[src/shared/sfp_pkg.sv]
// Shared types and constants for the serial flash pin interface
package sfp_pkg;

    // ==========================================================
    // Sizes
    // ==========================================================
    localparam int unsigned BYTE_W = 8;
    localparam int unsigned LANES = 4;
    localparam int unsigned INSTR_BITS = 8;
    localparam int unsigned SYNC_W = 6;

    // ==========================================================
    // Pin carriers
    // ==========================================================
    typedef struct packed {
        logic cs_n;          // Chip select, active low
        logic sck;           // Serial clock from the host
        logic [3:0] dl;      // data_line_three .. data_line_zero
    } sfp_pin_in_t;

    typedef struct packed {
        logic [3:0] dl_out;  // Driven levels per data line
        logic [3:0] dl_oe;   // High while this end drives the line
    } sfp_pin_out_t;

    typedef struct packed {
        logic valid;         // One-cycle byte strobe
        logic instr;         // Byte is the instruction byte
        logic [7:0] data;    // Received byte
    } sfp_rx_t;

    // Idle pin levels: deselected, clock low, write-protect/hold high
    localparam logic [5:0] PIN_RST = 6'h2C;

    // ==========================================================
    // Line positions
    // ==========================================================
    localparam int unsigned LINE_ZERO = 0;
    localparam int unsigned LINE_ONE = 1;
    localparam int unsigned LINE_TWO = 2;
    localparam int unsigned LINE_THREE = 3;

    // ==========================================================
    // Transfer widths, one-hot
    // ==========================================================
    typedef enum logic [4:0] {
        MODE_SINGLE   = 5'h01,
        MODE_DUAL_OUT = 5'h02,
        MODE_QUAD_OUT = 5'h04,
        MODE_DUAL_IO  = 5'h08,
        MODE_QUAD_IO  = 5'h10
    } sfp_mode_t;

    localparam logic [3:0] MASK_SINGLE = 4'h2;
    localparam logic [3:0] MASK_DUAL = 4'h3;
    localparam logic [3:0] MASK_QUAD = 4'hF;

    // ==========================================================
    // Status lock pattern that arms hardware protection
    // ==========================================================
    localparam logic LOCK_HI_PROT = 1'h0;
    localparam logic LOCK_LO_PROT = 1'h1;

    // Reset values of control state
    localparam logic [3:0] CNT_RST = 4'h0;
    localparam logic [7:0] BYTE_RST = 8'h00;

endpackage

[src/design/sfp_sync.sv]
// Two-stage synchroniser for the interface pins
`timescale 1ns/10ps
module sfp_sync (
    input wire logic clock_i,                  // System clock
    input wire logic reset_i,                  // Async reset, active high
    input wire logic [5:0] async_i,            // Raw pin levels
    output logic [5:0] sync_o                  // Synchronised levels
);

    logic [5:0] meta_ff;
    logic [5:0] hold_ff;

    // ==========================================================
    // One flop pair per pin
    // ==========================================================
    genvar gi;
    generate
        for (gi = 0; gi < sfp_pkg::SYNC_W; gi++) begin : g_bit
            always_ff @(posedge clock_i or posedge reset_i) begin
                if (reset_i) begin
                    meta_ff[gi] <= sfp_pkg::PIN_RST[gi];
                    hold_ff[gi] <= sfp_pkg::PIN_RST[gi];
                end else begin
                    meta_ff[gi] <= async_i[gi];
                    hold_ff[gi] <= meta_ff[gi];
                end
            end
        end
    endgenerate

    assign sync_o = hold_ff;

endmodule // sfp_sync

[src/design/sfp_pin_if.sv]
// Device-side pin interface of a serial flash: shifting, hold, protect
//
// Functional notes
// - Single mode: in on line zero, out line one.
// - Wide output: single in, out two/four lines.
// - Wide I/O: in and out same width.
// - Sample inputs on serial clock rising edge.
// - Change outputs only after clock falling edge.
// - Select high: ignore inputs, outputs released.
// - Standby when deselected and idle, else active.
// - No command before first select falling edge.
// - Protect pin low plus lock: refuse status writes.
// - Same condition: protected region not modifiable.
// - Quad enable turns protect pin into line two.
// - Hold pauses transfer, keeps state, stays selected.
// - Hold starts when hold low and clock low.
// - Hold ends when hold high and clock low.
// - During hold: outputs released, clock/input ignored.
// - Hold never aborts running internal operations.
// - Hash-named signals are active low.
// - Quad I/O: hold pin is line three.
// - Line zero carries group LSB, MSB group first.
`timescale 1ns/10ps
module sfp_pin_if (
    input wire logic clock_i,                       // 50 MHz system clock
    input wire logic reset_i,                       // Async reset, high
    input wire sfp_pkg::sfp_pin_in_t pins_i,        // Raw host pins
    output sfp_pkg::sfp_pin_out_t pins_o,           // Line drive/enable
    input wire sfp_pkg::sfp_mode_t mode_i,          // Current width mode
    input wire logic tx_en_i,                       // Output phase active
    input wire logic [7:0] tx_byte_i,               // Next byte to send
    output logic tx_take_o,                         // tx_byte_i consumed
    output sfp_pkg::sfp_rx_t rx_o,                  // Received byte
    input wire logic status_lock_bit_hi_i,          // Lock bit, reg two
    input wire logic status_lock_bit_lo_i,          // Lock bit, reg one
    input wire logic quad_enable_bit_i,             // Quad enable bit
    input wire logic region_hit_i,                  // Target in prot area
    input wire logic busy_i,                        // Embedded op running
    output logic status_write_allow_o,              // Status write allowed
    output logic array_write_allow_o,               // Array write allowed
    output logic standby_o,                         // Standby power state
    output logic selected_o,                        // Device selected
    output logic hold_o,                            // Hold condition on
    output logic cmd_end_o,                         // Select rose, pulse
    output logic byte_aligned_o                     // End was on boundary
);

    // ==========================================================
    // Width decoding
    // ==========================================================
    function automatic logic [3:0] rx_width(sfp_pkg::sfp_mode_t m,
                                            logic instr_done);
        if (!instr_done) begin
            return 4'h1;
        end
        unique case (m)
            sfp_pkg::MODE_DUAL_IO: return 4'h2;
            sfp_pkg::MODE_QUAD_IO: return 4'h4;
            default: return 4'h1;
        endcase
    endfunction

    function automatic logic [3:0] tx_width(sfp_pkg::sfp_mode_t m);
        unique case (m)
            sfp_pkg::MODE_DUAL_OUT, sfp_pkg::MODE_DUAL_IO: return 4'h2;
            sfp_pkg::MODE_QUAD_OUT, sfp_pkg::MODE_QUAD_IO: return 4'h4;
            default: return 4'h1;
        endcase
    endfunction

    function automatic logic [3:0] lane_mask(sfp_pkg::sfp_mode_t m);
        unique case (tx_width(m))
            4'h2: return sfp_pkg::MASK_DUAL;
            4'h4: return sfp_pkg::MASK_QUAD;
            default: return sfp_pkg::MASK_SINGLE;
        endcase
    endfunction

    // Top group of a byte placed on its lines, LSB on line zero; single mode puts its bit on line one
    function automatic logic [3:0] top_group(sfp_pkg::sfp_mode_t m,
                                             logic [7:0] b);
        unique case (tx_width(m))
            4'h2: return {2'b00, b[7:6]};
            4'h4: return b[7:4];
            default: return {2'b00, b[7], 1'b0};
        endcase
    endfunction

    function automatic logic [7:0] shift_by(logic [7:0] b,
                                            logic [3:0] w,
                                            logic [3:0] g);
        unique case (w)
            4'h2: return {b[5:0], g[1:0]};
            4'h4: return {b[3:0], g};
            default: return {b[6:0], g[0]};
        endcase
    endfunction

    // ==========================================================
    // Pin synchronisation and edge detection
    // ==========================================================
    sfp_pkg::sfp_pin_in_t pin_s;
    logic [5:0] pin_s_raw;

    sfp_sync u_sync (
        .clock_i(clock_i),
        .reset_i(reset_i),
        .async_i(pins_i),
        .sync_o(pin_s_raw)
    );
    assign pin_s = pin_s_raw;

    logic sck_q_ff;
    logic cs_q_ff;
    logic sck_rise;
    logic sck_fall;
    logic cs_fall;
    logic cs_rise;

    always_ff @(posedge clock_i or posedge reset_i) begin
        if (reset_i) begin
            sck_q_ff <= 1'b0;
            cs_q_ff <= 1'b1;
        end else begin
            sck_q_ff <= pin_s.sck;
            cs_q_ff <= pin_s.cs_n;
        end
    end

    assign sck_rise = pin_s.sck & ~sck_q_ff;
    assign sck_fall = ~pin_s.sck & sck_q_ff;
    assign cs_fall = ~pin_s.cs_n & cs_q_ff;
    assign cs_rise = pin_s.cs_n & ~cs_q_ff;

    // ==========================================================
    // Power-up arming and selection
    // ==========================================================
    logic armed_ff;
    logic sel;
    logic [2:0] settle_ff;

    // Synchroniser reset levels are not pin samples; wait them out
    always_ff @(posedge clock_i or posedge reset_i) begin
        if (reset_i) begin
            settle_ff <= sfp_pkg::CNT_RST[2:0];
        end else begin
            settle_ff <= {settle_ff[1:0], 1'b1};
        end
    end

    // Select held low across reset release does not count as a start
    always_ff @(posedge clock_i or posedge reset_i) begin
        if (reset_i) begin
            armed_ff <= 1'b0;
        end else if (cs_fall && settle_ff[2]) begin
            armed_ff <= 1'b1;
        end
    end

    assign sel = armed_ff & ~pin_s.cs_n;

    // ==========================================================
    // Hold condition
    // ==========================================================
    logic hold_ff;
    logic hold_func;
    logic act;
    logic rise_ok;
    logic fall_ok;

    // Quad operation owns line three, so the pause function is off
    assign hold_func = ~(quad_enable_bit_i &
                         (mode_i == sfp_pkg::MODE_QUAD_IO ||
                          mode_i == sfp_pkg::MODE_QUAD_OUT));

    // Waiting for clock low covers both the coincident and late cases
    always_ff @(posedge clock_i or posedge reset_i) begin
        if (reset_i) begin
            hold_ff <= 1'b0;
        end else if (!sel || !hold_func) begin
            hold_ff <= 1'b0;
        end else if (!hold_ff && !pin_s.dl[sfp_pkg::LINE_THREE]
                     && !pin_s.sck) begin
            hold_ff <= 1'b1;
        end else if (hold_ff && pin_s.dl[sfp_pkg::LINE_THREE]
                     && !pin_s.sck) begin
            hold_ff <= 1'b0;
        end
    end

    // Edges seen while held are dropped; shift state stays put
    assign act = sel & ~hold_ff;
    assign rise_ok = sck_rise & act;
    assign fall_ok = sck_fall & act;

    // ==========================================================
    // Receive path
    // ==========================================================
    logic [7:0] rx_sh_ff;
    logic [3:0] rx_cnt_ff;
    logic instr_done_ff;
    sfp_pkg::sfp_rx_t rx_ff;
    logic [3:0] rw;
    logic [7:0] nxt_rx_sh;
    logic [3:0] nxt_rx_cnt;

    assign rw = rx_width(mode_i, instr_done_ff);
    assign nxt_rx_sh = shift_by(rx_sh_ff, rw, pin_s.dl);
    assign nxt_rx_cnt = rx_cnt_ff + rw;

    always_ff @(posedge clock_i or posedge reset_i) begin
        if (reset_i) begin
            rx_sh_ff <= sfp_pkg::BYTE_RST;
            rx_cnt_ff <= sfp_pkg::CNT_RST;
            instr_done_ff <= 1'b0;
        end else if (!sel) begin
            rx_cnt_ff <= sfp_pkg::CNT_RST;
            instr_done_ff <= 1'b0;
        end else if (rise_ok) begin
            rx_sh_ff <= nxt_rx_sh;
            if (nxt_rx_cnt == 4'(sfp_pkg::BYTE_W)) begin
                rx_cnt_ff <= sfp_pkg::CNT_RST;
                instr_done_ff <= 1'b1;
            end else begin
                rx_cnt_ff <= nxt_rx_cnt;
            end
        end
    end

    always_ff @(posedge clock_i or posedge reset_i) begin
        if (reset_i) begin
            rx_ff <= '0;
        end else begin
            rx_ff.valid <= rise_ok &&
                           nxt_rx_cnt == 4'(sfp_pkg::BYTE_W);
            if (rise_ok && nxt_rx_cnt == 4'(sfp_pkg::BYTE_W)) begin
                rx_ff.data <= nxt_rx_sh;
                rx_ff.instr <= ~instr_done_ff;
            end
        end
    end

    // ==========================================================
    // Transmit path
    // ==========================================================
    logic [7:0] tx_sh_ff;
    logic [3:0] tx_left_ff;
    logic tx_take_ff;
    sfp_pkg::sfp_pin_out_t out_ff;
    logic [3:0] tw;

    assign tw = tx_width(mode_i);

    // Core must present the next byte before the falling edge
    always_ff @(posedge clock_i or posedge reset_i) begin
        if (reset_i) begin
            tx_sh_ff <= sfp_pkg::BYTE_RST;
            tx_left_ff <= sfp_pkg::CNT_RST;
            tx_take_ff <= 1'b0;
            out_ff.dl_out <= 4'h0;
        end else begin
            tx_take_ff <= 1'b0;
            if (!sel) begin
                tx_left_ff <= sfp_pkg::CNT_RST;
            end else if (fall_ok && tx_en_i) begin
                if (tx_left_ff == sfp_pkg::CNT_RST) begin
                    out_ff.dl_out <= top_group(mode_i, tx_byte_i);
                    tx_sh_ff <= shift_by(tx_byte_i, tw, 4'h0);
                    tx_left_ff <= 4'(sfp_pkg::BYTE_W) - tw;
                    tx_take_ff <= 1'b1;
                end else begin
                    out_ff.dl_out <= top_group(mode_i, tx_sh_ff);
                    tx_sh_ff <= shift_by(tx_sh_ff, tw, 4'h0);
                    tx_left_ff <= tx_left_ff - tw;
                end
            end
        end
    end

    // Drive only active lanes; release on deselect or hold
    always_ff @(posedge clock_i or posedge reset_i) begin
        if (reset_i) begin
            out_ff.dl_oe <= 4'h0;
        end else if (act && tx_en_i) begin
            out_ff.dl_oe <= lane_mask(mode_i);
        end else begin
            out_ff.dl_oe <= 4'h0;
        end
    end

    // ==========================================================
    // Protection, power and framing status
    // ==========================================================
    logic hw_prot;
    logic stat_ok_ff;
    logic arr_ok_ff;
    logic standby_ff;
    logic cmd_end_ff;
    logic aligned_ff;

    // Quad enable removes the protect function from line two
    assign hw_prot = ~quad_enable_bit_i &
                     ~pin_s.dl[sfp_pkg::LINE_TWO] &
                     (status_lock_bit_hi_i == sfp_pkg::LOCK_HI_PROT) &
                     (status_lock_bit_lo_i == sfp_pkg::LOCK_LO_PROT);

    always_ff @(posedge clock_i or posedge reset_i) begin
        if (reset_i) begin
            stat_ok_ff <= 1'b1;
            arr_ok_ff <= 1'b1;
        end else begin
            stat_ok_ff <= ~hw_prot;
            arr_ok_ff <= ~(hw_prot & region_hit_i);
        end
    end

    // Hold plays no part here, so internal work runs on
    always_ff @(posedge clock_i or posedge reset_i) begin
        if (reset_i) begin
            standby_ff <= 1'b1;
        end else begin
            standby_ff <= pin_s.cs_n & ~busy_i;
        end
    end

    always_ff @(posedge clock_i or posedge reset_i) begin
        if (reset_i) begin
            cmd_end_ff <= 1'b0;
            aligned_ff <= 1'b0;
        end else begin
            cmd_end_ff <= cs_rise & armed_ff;
            if (cs_rise && armed_ff) begin
                aligned_ff <= (rx_cnt_ff == sfp_pkg::CNT_RST);
            end
        end
    end

    // ==========================================================
    // Outputs
    // ==========================================================
    logic sel_ff;

    always_ff @(posedge clock_i or posedge reset_i) begin
        if (reset_i) begin
            sel_ff <= 1'b0;
        end else begin
            sel_ff <= sel;
        end
    end

    assign pins_o = out_ff;
    assign rx_o = rx_ff;
    assign tx_take_o = tx_take_ff;
    assign status_write_allow_o = stat_ok_ff;
    assign array_write_allow_o = arr_ok_ff;
    assign standby_o = standby_ff;
    assign selected_o = sel_ff;
    assign hold_o = hold_ff;
    assign cmd_end_o = cmd_end_ff;
    assign byte_aligned_o = aligned_ff;
endmodule // sfp_pin_if

[config.mk]
export PLATFORM = sky130hd
export DESIGN_NAME = sfp_pin_if
export DESIGN_NICKNAME = d
export VERILOG_FILES = /design/src/shared/sfp_pkg.sv /design/src/design/sfp_sync.sv /design/src/design/sfp_pin_if.sv
export SDC_FILE = /design/constraint.sdc
export NUM_CORES = 1
export LEC_CHECK = 0
export BUFFER_PORTS_ARGS = -buffer_cell sky130_fd_sc_hd__clkbuf_2
export CORE_ASPECT_RATIO = 0.6
export CORE_UTILIZATION = 55
export CTS_BUF_LIST = sky130_fd_sc_hd__clkbuf_8
export CTS_CLUSTER_DIAMETER = 30
export DETAILED_ROUTE_END_ITERATION = 10
export GPL_TIMING_DRIVEN = 1
export PLACE_DENSITY = 0.76
export SYNTH_ARGS = -nofsm -noshare
export SYNTH_HDL_FRONTEND = slang
export SYNTH_SLANG_ARGS = --single-unit
[constraint.sdc]
create_clock -name clock_i -period 3.3 [get_ports clock_i]
set_input_delay 0.99 -clock clock_i [delete_from_list [all_inputs] [get_ports clock_i]]
set_output_delay 0.99 -clock clock_i [all_outputs]
set_load 0.05 [all_outputs]
==> metrics.csv, run 1 <==
stage,metric,value,unit
sta,rsz0062_at_grt,false,
critical_path,crit_start,mode_i[2],
critical_path,cp_slowest_stage_delay,0.31,ns
layout,drive_gt1_share,31.7,%
synthesis,syn_area_per_cell,11.5,µm²
clock_network,cts_hold_buffers,0,
sta,slew_violations,0,
detailed_routing,routed_wl,5.80,mm
critical_path,cp-end-kind,flip-flop,
sta,max_slew_margin,64.0,%
critical_path,cp.buffers_inverters,2,
floorplan,die_w,98.1,µm
floorplan,core-area,5200,µm²
layout,area_growth,18.6,%
critical_path,rr_worst_depth,11,
synthesis,synth_edf_count,0,
floorplan,die_area,5860,µm²
critical_path,crit_slowest_cell,or2_2,
synthesis,yosysUniqueCellTypes,54,
clock_network,postCtsSetupBuffers,0,
detailed_routing,drtIter0Drc,107,
detailed_routing,num_vias,2118,
clock_network,clock_latency,0.34,ns
placement,gp_congestion,0.863,
critical_path,r2r_start,instr_done_ff,
clock_network,cts_resized,0,
sta,fin_crit,2.98,ns
critical_path,cp.required,3.51,ns
detailed_routing,wl_per_cell,14.7,µm
worst_hold_path,whs_path_depth,0,
grt,grt.total_usage,22.9,%
sta,fin_skew,0.00680,ns
sta,setup_viol,0,
worst_hold_path,holdCritPathClass,reg -> reg,
synthesis,synth_top_area_share,45.9,%
grt,grt_pass1_vias,2050,
floorplan,die_h,59.7,µm
synthesis,ys.flop_type,dfrtp_1,
synthesis,synthArstFlopShare,100,%
layout,diodes,0,
layout,multiInputGateArea,1200,µm²
synthesis,yosys_register_bits,66,
critical_path,start_kind,primary input,
floorplan,fp-row-count,20,
synthesis,yosys-top-cells-area,"dfrtp_1, dfstp_2, mux2i_1",
power,peakVddDrop,0.000369,V
status,violations,design-rule violations,
clock_network,path_clk_slew,0.07,ns
layout,nets,361,
floorplan,io_pins,53,
sta,max_freq,336,MHz
grt,grt_pass1_wl,9.83,mm
critical_path,cpMostUsedCell,ha_1,
status,status,"complete, but fails checks",
critical_path,crit_family,simple AND/OR/NAND/NOR gates,
layout,stdcell_count,394,
placement,dp_hpwl,4.21,mm
layout,fillCellCount,408,
critical_path,reg2reg_slack,0.70,ns
layout,final_util,69.5,%
grt,antenna_found_initial,0,
grt,grt.overflow.total,0,
job,maxCapViolCount,0,
detailed_routing,dr.pass1.iters,10,
detailed_routing,viasPerCell,5.38,
grt,grt_start_max_net_pins,44,
sta,worst_pin_slew,0.539,ns
critical_path,cp_max_fo,3,
placement,numPortBuffers,52,
critical_path,crit_type,in -> reg,
power,power.density,574,nW/µm²
synthesis,synth_cells,266,
detailed_routing,drt.antenna.violating_nets,0,
detailed_routing,drcViolationCount,3,
synthesis,ys_seq_area_share,54.6,%
clock_network,cts_root_buf,clkbuf_8,
critical_path,reg2reg_to,rx_o[2],
critical_path,path_cells,clkbuf_2 > xnor2_1 > nor4_1 > inv_1 > ha_1 > or2_2 > ha_1 > nor2b_1 > o21a_1 > o311ai_0 > o21ai_0,
clock_network,cts_num_sinks,66,
power,power.leakage,1.88,nW
sta,min_period_over_period,90.3,%
clock_network,htreeDepth,3,
sta,timing_hold_violations_final,0,
synthesis,netlist_area,3050,µm²
worst_hold_path,min_to,u_sync.sync_o[4],
clock_network,cts_buffers,9,
layout,regArea,1660,µm²
critical_path,cp.arrival,3.19,ns
placement,dp_cells,378,
worst_hold_path,hold_start,u_sync.meta_ff[4],
synthesis,yosys_warnings,0,
clock_network,cts_tree,built,
synthesis,synthesis.nets,304,
synthesis,yosys.area.top_type,dfrtp_1,
floorplan,start_util,58.6,%
clock_network,clockBufferDepth,2,
[synth_stat cells (all sizes together) (4+ instances only)]
| master | number |
|---|---|
| ha | 9 |
| a22o | 10 |
| nor2b | 7 |
| nand3 | 7 |
| clkbuf | 8 |
| a22oi | 4 |
| o21ai | 19 |
| inv | 21 |
| a211oi | 5 |
| dfrtp | 56 |
| mux2 | 6 |
| nor2 | 14 |
| a21oi | 11 |
| buf | 6 |
| nand2 | 17 |
| mux2i | 14 |
| dfstp | 10 |
| a221oi | 5 |
[worst max-delay path by stage]
stage / to / cells past startpoint
6_report: tx_left_ff[3] / 11
5_1_grt: tx_left_ff[3] / 11
4_1_cts: tx_left_ff[3] / 12
3_5_place_dp: tx_left_ff[3] / 11
3_3_place_gp: tx_left_ff[3] / 11
2_1_floorplan: rx_cnt_ff[3] / 12
[through the flow]
stage	cell area [µm²]	hold slack, ns	setup TNS [ns]	setup WS (ns)	total power, mW
floorplan	3050	0.331	0	0.126	1.19
global placement	3380	0.333	0	0.0499	1.26
detailed placement	3380	0.336	-0.0606	-0.0606	1.28
CTS	3620	0.353	0	0.331	2.10
global route	3620	0.359	0	0.130	2.18
finish	3620	0.351	0	0.320	2.08
[flip-flops by register name, indices dropped and copies added, names as in the netlist, 3 cells and up]
signal / cells
pins_o: 7
rx_cnt_ff: 4
rx_o: 10
rx_sh_ff: 7
settle_ff: 3
tx_left_ff: 4
tx_sh_ff: 7
u_sync.meta_ff: 6
u_sync.sync_o: 6
[where the power goes]
group	leakage, nW	switching [mW]	internal, mW
combinational	0.975	0.181	0.118
sequential	0.785	0.0698	0.896
clock	0.121	0.310	0.501
total	1.88	0.561	1.52
[per-layer routing]
| metal | track usage, % | wire length (µm) | vias up |
|---|---|---|---|
| li1 | - | - | 1038 |
| met1 | 31.7 | 2870 | 1010 |
| met2 | 34.0 | 2530 | 64 |
| met3 | 9.24 | 328 | 6 |
| met4 | 5.76 | 74 | 0 |
| met5 | 0 | 0 | - |
[kinds of logic (layout without fill, tap and decap cells)]
| logic type | after synthesis | in the layout | share of synthesized area, % |
|---|---|---|---|
| AO/OA/AOI/OAI | 62 | 62 | 13.9 |
| AND/OR/NAND/NOR | 63 | 63 | 12.1 |
| multiplexers | 20 | 20 | 6.81 |
| buffers and inverters | 38 | 100 | 6.03 |
| adder cells (fa/ha/maj) | 11 | 11 | 5.00 |
| flip-flops | 66 | 66 | 54.6 |
| XOR/XNOR | 5 | 5 | 1.44 |
| other | 1 | 1 | 0.123 |
[cell type report]
class                      count  share of cell area, %
clock inverter                 7                   3.28
multi-input combinational    162                   33.2
inverter                      23                   2.39
tap                           66                   2.28
sequential                    66                   46.0
timing repair buffer          61                   9.41
clock buffer                   9                   3.42
[cells in the final DEF, fill, tap and decap left out, drive strengths merged, types with 2 or more instances in the layout]
cell	Yosys	routed
xor2	3	3
a21oi	11	11
mux2	6	6
mux2i	14	14
o21ai	19	19
and3	2	2
ha	9	9
a211oi	5	5
inv	21	22
or2	2	2
clkinv	2	4
nor2	14	14
bufinv	0	3
nand3b	2	2
dfrtp	56	56
nor2b	7	7
a221oi	5	5
nand2	17	17
or4b	2	2
buf	6	9
dfstp	10	10
nor4	3	3
clkbuf	8	61
a22o	10	10
nand2b	2	2
a22oi	4	4
nand3	7	7
xnor2	2	2
fa	2	2
a21o	2	2
[worst reg2reg max path, stage by stage (launching register included)]
cell and delay, ns:
dfrtp_1 0.39, nor2b_1 0.16, and3_1 0.24, nor2_2 0.15, ha_1 0.18, inv_1 0.05
fa_1 0.37, xor2_1 0.18, and3_1 0.23, nand3b_4 0.09, buf_4 0.21, mux2i_1 0.25
Power figures use the tool's default switching activity.
==> run 2, diff against run 1 <==
Settings changed: CAP_MARGIN set to 5, CORE_ASPECT_RATIO 0.6 to not set, MAX_ROUTING_LAYER set to met4.
==> metrics.csv, run 2 (synthesis gave the netlist of run 1 again) <==
stage,metric,value,unit
critical_path,crit_slowest_cell,nor4_1,
sta,setup_slack,0.254,ns
sta,worst_pin_slew,0.825,ns
clock_network,htreeDepth,3,
clock_network,path_clk_slew,0.07,ns
detailed_routing,routed_wl,5.53,mm
clock_network,cts_num_sinks,66,
critical_path,cp_max_fo,3,
power,power.leakage,1.86,nW
floorplan,io_pins,53,
layout,fillCellCount,414,
placement,numPortBuffers,52,
grt,grt.overflow.total,0,
layout,multiInputGateArea,1200,µm²
power,swShare,27.8,%
grt,grt_pass1_vias,2109,
sta,rsz0062_at_grt,false,
sta,min_period_over_period,92.3,%
detailed_routing,wl_per_cell,13.9,µm
floorplan,die_h,76.5,µm
layout,final_cell_mix,"dfrtp_1, clkbuf_2, inv_1, nand2_1",
clock_network,cts_tree,built,
grt,grt_start_max_net_pins,67,
layout,largest_register_ffs,10,
grt,grt.total_usage,22.2,%
power,clock_power_share,34.8,%
power,total_power,1.94,mW
worst_hold_path,holdCritPathClass,reg -> reg,
sta,setup_viol,0,
critical_path,start_kind,primary input,
sta,fin_crit,3.05,ns
sta,slew_violations,0,
layout,mostFrequentLayoutCell,dfrtp_1,
floorplan,die_w,76.5,µm
clock_network,cts_root_buf,clkbuf_8,
layout,area_growth,17.4,%
clock_network,cts_resized,0,
layout,regArea,1660,µm²
critical_path,cp-end-kind,flip-flop,
placement,pre_cts_ws,-0.0594,ns
critical_path,crit_type,in -> reg,
layout,nets,362,
power,peakVddDrop,0.000409,V
floorplan,die_area,5850,µm²
clock_network,cts_hold_buffers,0,
sta,max_freq,328,MHz
detailed_routing,num_vias,2118,
layout,diodes,0,
critical_path,cp.required,3.49,ns
placement,gp_congestion,0.828,
detailed_routing,drt.antenna.violating_nets,0,
job,maxCapViolCount,0,
power,seqPwrFrac,49.8,%
power,p_sw,0.538,mW
floorplan,fp-row-count,26,
power,power.density,541,nW/µm²
clock_network,postCtsSetupBuffers,0,
detailed_routing,drtIter0Drc,134,
sta,fin_skew,0.00669,ns
clock_network,cts_buffers,9,
sta,max_slew_margin,44.6,%
detailed_routing,viasPerCell,5.31,
power,p_int,1.40,mW
grt,antenna_found_initial,0,
floorplan,start_util,58.2,%
sta,timing_hold_violations_final,0,
layout,drive_gt1_share,31.9,%
status,status,"complete, no violations",
power,comb_power_share,15.4,%
critical_path,cp.arrival,3.24,ns
detailed_routing,dr.pass1.iters,5,
critical_path,cp.buffers_inverters,2,
clock_network,clockBufferDepth,2,
grt,grt_pass1_wl,9.75,mm
critical_path,crit_family,simple AND/OR/NAND/NOR gates,
critical_path,cp_slowest_stage_delay,0.33,ns
critical_path,cpMostUsedCell,ha_1,
detailed_routing,drcViolationCount,0,
floorplan,core-area,5240,µm²
critical_path,path_cells,clkbuf_2 > xnor2_1 > nor4_1 > inv_1 > ha_1 > or2_2 > ha_1 > nor2b_1 > o21a_1 > o311ai_0 > o21ai_0,
clock_network,clock_latency,0.33,ns
placement,dp_hpwl,4.00,mm
## run 2: changes by cell type in the layout (fill, tap and decap cells not counted), sizes merged
| cell | before | now |
|---|---|---|
| buf | 9 | 10 |
| clkbuf | 61 | 63 |
| clkinvlp | 1 | 2 |
| bufinv | 3 | 1 |
| clkinv | 4 | 3 |
## run 2: final cells by class
cell class                 count  share of cell area (%)
tap                           70                    2.45
clock buffer                  11                    4.23
inverter                      23                    2.41
multi-input combinational    162                    33.6
sequential                    66                    46.5
clock inverter                 5                    1.50
timing repair buffer          62                    9.36
## run 2: per-stage QoR
stage	hold slack (ns)	std cells	setup TNS, ns	area [µm²]	utilization [%]
6_report	0.349	399	0	3580	68.4
5_1_grt	0.360	399	0	3580	68.4
4_1_cts	0.350	399	0	3580	68.4
3_5_place_dp	0.336	383	-0.0594	3380	64.5
3_3_place_gp	0.331	383	0	3380	64.5
2_1_floorplan	0.331	266	0	3050	-
## run 2: final timing paths
check                                       start               end  cells after the start  slack, ns
worst min register to register  u_sync.meta_ff[1]  u_sync.sync_o[1]                      0       0.35
worst max-delay path                    mode_i[2]     tx_left_ff[3]                     11       0.25
worst min-delay path            u_sync.meta_ff[1]  u_sync.sync_o[1]                      0       0.35
worst max register to register      instr_done_ff           rx_o[1]                     11       0.71
max in group asynchronous                 reset_i           rx_o[7]                      3       1.91
min in group asynchronous                 reset_i           rx_o[0]                      3       0.88
## run 2: power groups by stage
stage	Combinational (mW)	Clock, mW	Sequential [mW]
after floorplan	0.190	0	0.999
after global placement	0.289	0	0.973
after detailed placement	0.301	0	0.978
after CTS	0.302	0.691	0.964
after global routing	0.334	0.730	0.975
final	0.299	0.674	0.964
## run 2: worst reg2reg max path, cell delays in order (launching register included)
cell and delay (ns):
dfrtp_1 0.41, nor2b_1 0.15, and3_1 0.26, nor2_2 0.17, ha_1 0.19, inv_1 0.06
fa_1 0.37, xor2_1 0.18, and3_1 0.22, nand3b_4 0.09, buf_4 0.21, mux2i_1 0.21
## run 2: per-layer routing
layer  share of wire [%]  wire length, µm  global-route usage [%]  vias up
li1                    -                -                       -     1042
met3                 4.4              245                    4.31        8
met5                   0                0                       -        -
met2                  47             2610                    33.3       77
met4                 1.7               95                    10.0        0
met1                  47             2580                    29.4      991
==> run 3, diff against run 2 <==
Settings changed: CORE_UTILIZATION 55 to 50, PLACE_DENSITY 0.76 to 0.69.
==> metrics.csv, run 3 (synthesis gave the netlist of run 1 again) <==
stage,metric,value,unit
layout,diodes,0,
grt,grt_start_max_net_pins,46,
critical_path,start_kind,primary input,
clock_network,clockBufferDepth,2,
clock_network,cts_tree,built,
clock_network,htreeDepth,3,
grt,antenna_found_initial,0,
grt,grt.overflow.total,0,
floorplan,die_area,6420,µm²
layout,nets,364,
placement,numPortBuffers,52,
critical_path,cpMostUsedCell,ha_1,
critical_path,r2r_start,instr_done_ff,
job,maxCapViolCount,0,
detailed_routing,routed_wl,5.62,mm
power,total_power,1.89,mW
critical_path,critPathCapture,tx_left_ff[3],
detailed_routing,viasPerCell,5.32,
sta,setup_slack,0.337,ns
critical_path,reg2reg_slack,0.78,ns
power,power.leakage,1.86,nW
clock_network,cts_root_buf,clkbuf_8,
clock_network,path_clk_slew,0.08,ns
critical_path,cp_max_fo,3,
detailed_routing,wl_per_cell,13.8,µm
grt,grt.total_usage,20.4,%
clock_network,clock_latency,0.34,ns
clock_network,cts_num_sinks,66,
power,peakVddDrop,0.000339,V
detailed_routing,drt.antenna.violating_nets,0,
sta,setup_viol,0,
placement,pre_cts_ws,-0.0190,ns
layout,final_cell_mix,"dfrtp_1, clkbuf_2, inv_1, nand2_1",
layout,drive_gt1_share,32.6,%
sta,min_period_over_period,89.8,%
critical_path,crit_start,mode_i[2],
placement,dp_hpwl,4.06,mm
status,status,"complete, no violations",
power,power.density,525,nW/µm²
layout,fillCellCount,497,
worst_hold_path,holdCritPathClass,reg -> reg,
floorplan,start_util,51.8,%
sta,max_freq,337,MHz
critical_path,reg2reg_to,rx_cnt_ff[3],
critical_path,cp_slowest_stage_delay,0.32,ns
detailed_routing,drcViolationCount,0,
floorplan,die_h,80.1,µm
detailed_routing,num_vias,2160,
critical_path,cp.required,3.51,ns
detailed_routing,drtIter0Drc,133,
critical_path,crit_slowest_cell,or2_2,
critical_path,cp-end-kind,flip-flop,
sta,timing_hold_violations_final,0,
clock_network,cts_hold_buffers,0,
layout,mostFrequentLayoutCell,dfrtp_1,
sta,worst_pin_slew,0.501,ns
sta,slew_violations,0,
sta,max_slew_margin,66.5,%
critical_path,cp_num_cells,11,
sta,fin_tns_setup,0,ns
floorplan,fp-row-count,28,
clock_network,cts_resized,0,
floorplan,die_w,80.1,µm
floorplan,core-area,5890,µm²
clock_network,postCtsSetupBuffers,0,
clock_network,cts_buffers,9,
critical_path,path_cells,clkbuf_2 > xnor2_1 > nor4_1 > inv_1 > ha_1 > or2_2 > ha_1 > nor2b_1 > o21a_1 > o311ai_0 > o21ai_0,
placement,gp_congestion,0.793,
detailed_routing,dr.pass1.iters,4,
critical_path,cp.arrival,3.18,ns
critical_path,crit_family,simple AND/OR/NAND/NOR gates,
sta,fin_skew,0.00991,ns
floorplan,io_pins,53,
layout,area_growth,17.8,%
grt,grt_pass1_vias,2037,
critical_path,cp.buffers_inverters,2,
grt,grt_pass1_wl,9.46,mm
sta,fin_crit,2.96,ns
layout,largest_register_ffs,10,
sta,rsz0062_at_grt,false,
critical_path,crit_type,in -> reg,
critical_path,rr_worst_depth,11,
==> run 3: per-stage QoR <==
stage | cell area [µm²] | hold slack (ns) | instances | util [%]
after floorplan | 3050 | 0.331 | 266 | -
after global placement | 3410 | 0.332 | 390 | 57.9
after detailed placement | 3410 | 0.335 | 390 | 57.9
after CTS | 3590 | 0.354 | 406 | 61.0
after global routing | 3590 | 0.362 | 406 | 61.0
final | 3590 | 0.351 | 406 | 61.0
==> run 3: how the worst min path moves through the flow <==
stage / startpoint / endpoint / cells after the start
6_report: settle_ff[1] / settle_ff[2] / 0
4_1_cts: settle_ff[1] / settle_ff[2] / 0
3_5_place_dp: settle_ff[1] / settle_ff[2] / 0
2_1_floorplan: settle_ff[0] / settle_ff[1] / 0
3_3_place_gp: settle_ff[1] / settle_ff[2] / 0
5_1_grt: settle_ff[0] / settle_ff[1] / 0
==> run 3: layout make-up <==
cell class	instances	area, µm²	share of cell area, %
flip-flops and latches	66	1660	46.3
clock buffers	9	124	3.45
inverters	23	86.3	2.40
repair buffers	64	363	10.1
well taps	75	93.8	2.61
clock inverters	7	58.8	1.64
multi-input cells	162	1200	33.5
==> run 3: power by group <==
| part | total (mW) | internal (mW) | switching [mW] |
|---|---|---|---|
| registers | 0.960 | 0.895 | 0.0644 |
| clock network | 0.624 | 0.284 | 0.341 |
| logic | 0.303 | 0.122 | 0.182 |
| total | 1.89 | 1.30 | 0.587 |
==> run 3: per-layer routing <==
layer	GRT usage (%)	vias to the layer above	routed length [µm]	part of all wire [%]
met5	-	-	0	0
met4	11.3	0	125	2.2
met3	3.75	10	268	4.8
met2	26.9	60	2400	43
met1	29.6	1048	2820	50
li1	-	1042	-	-
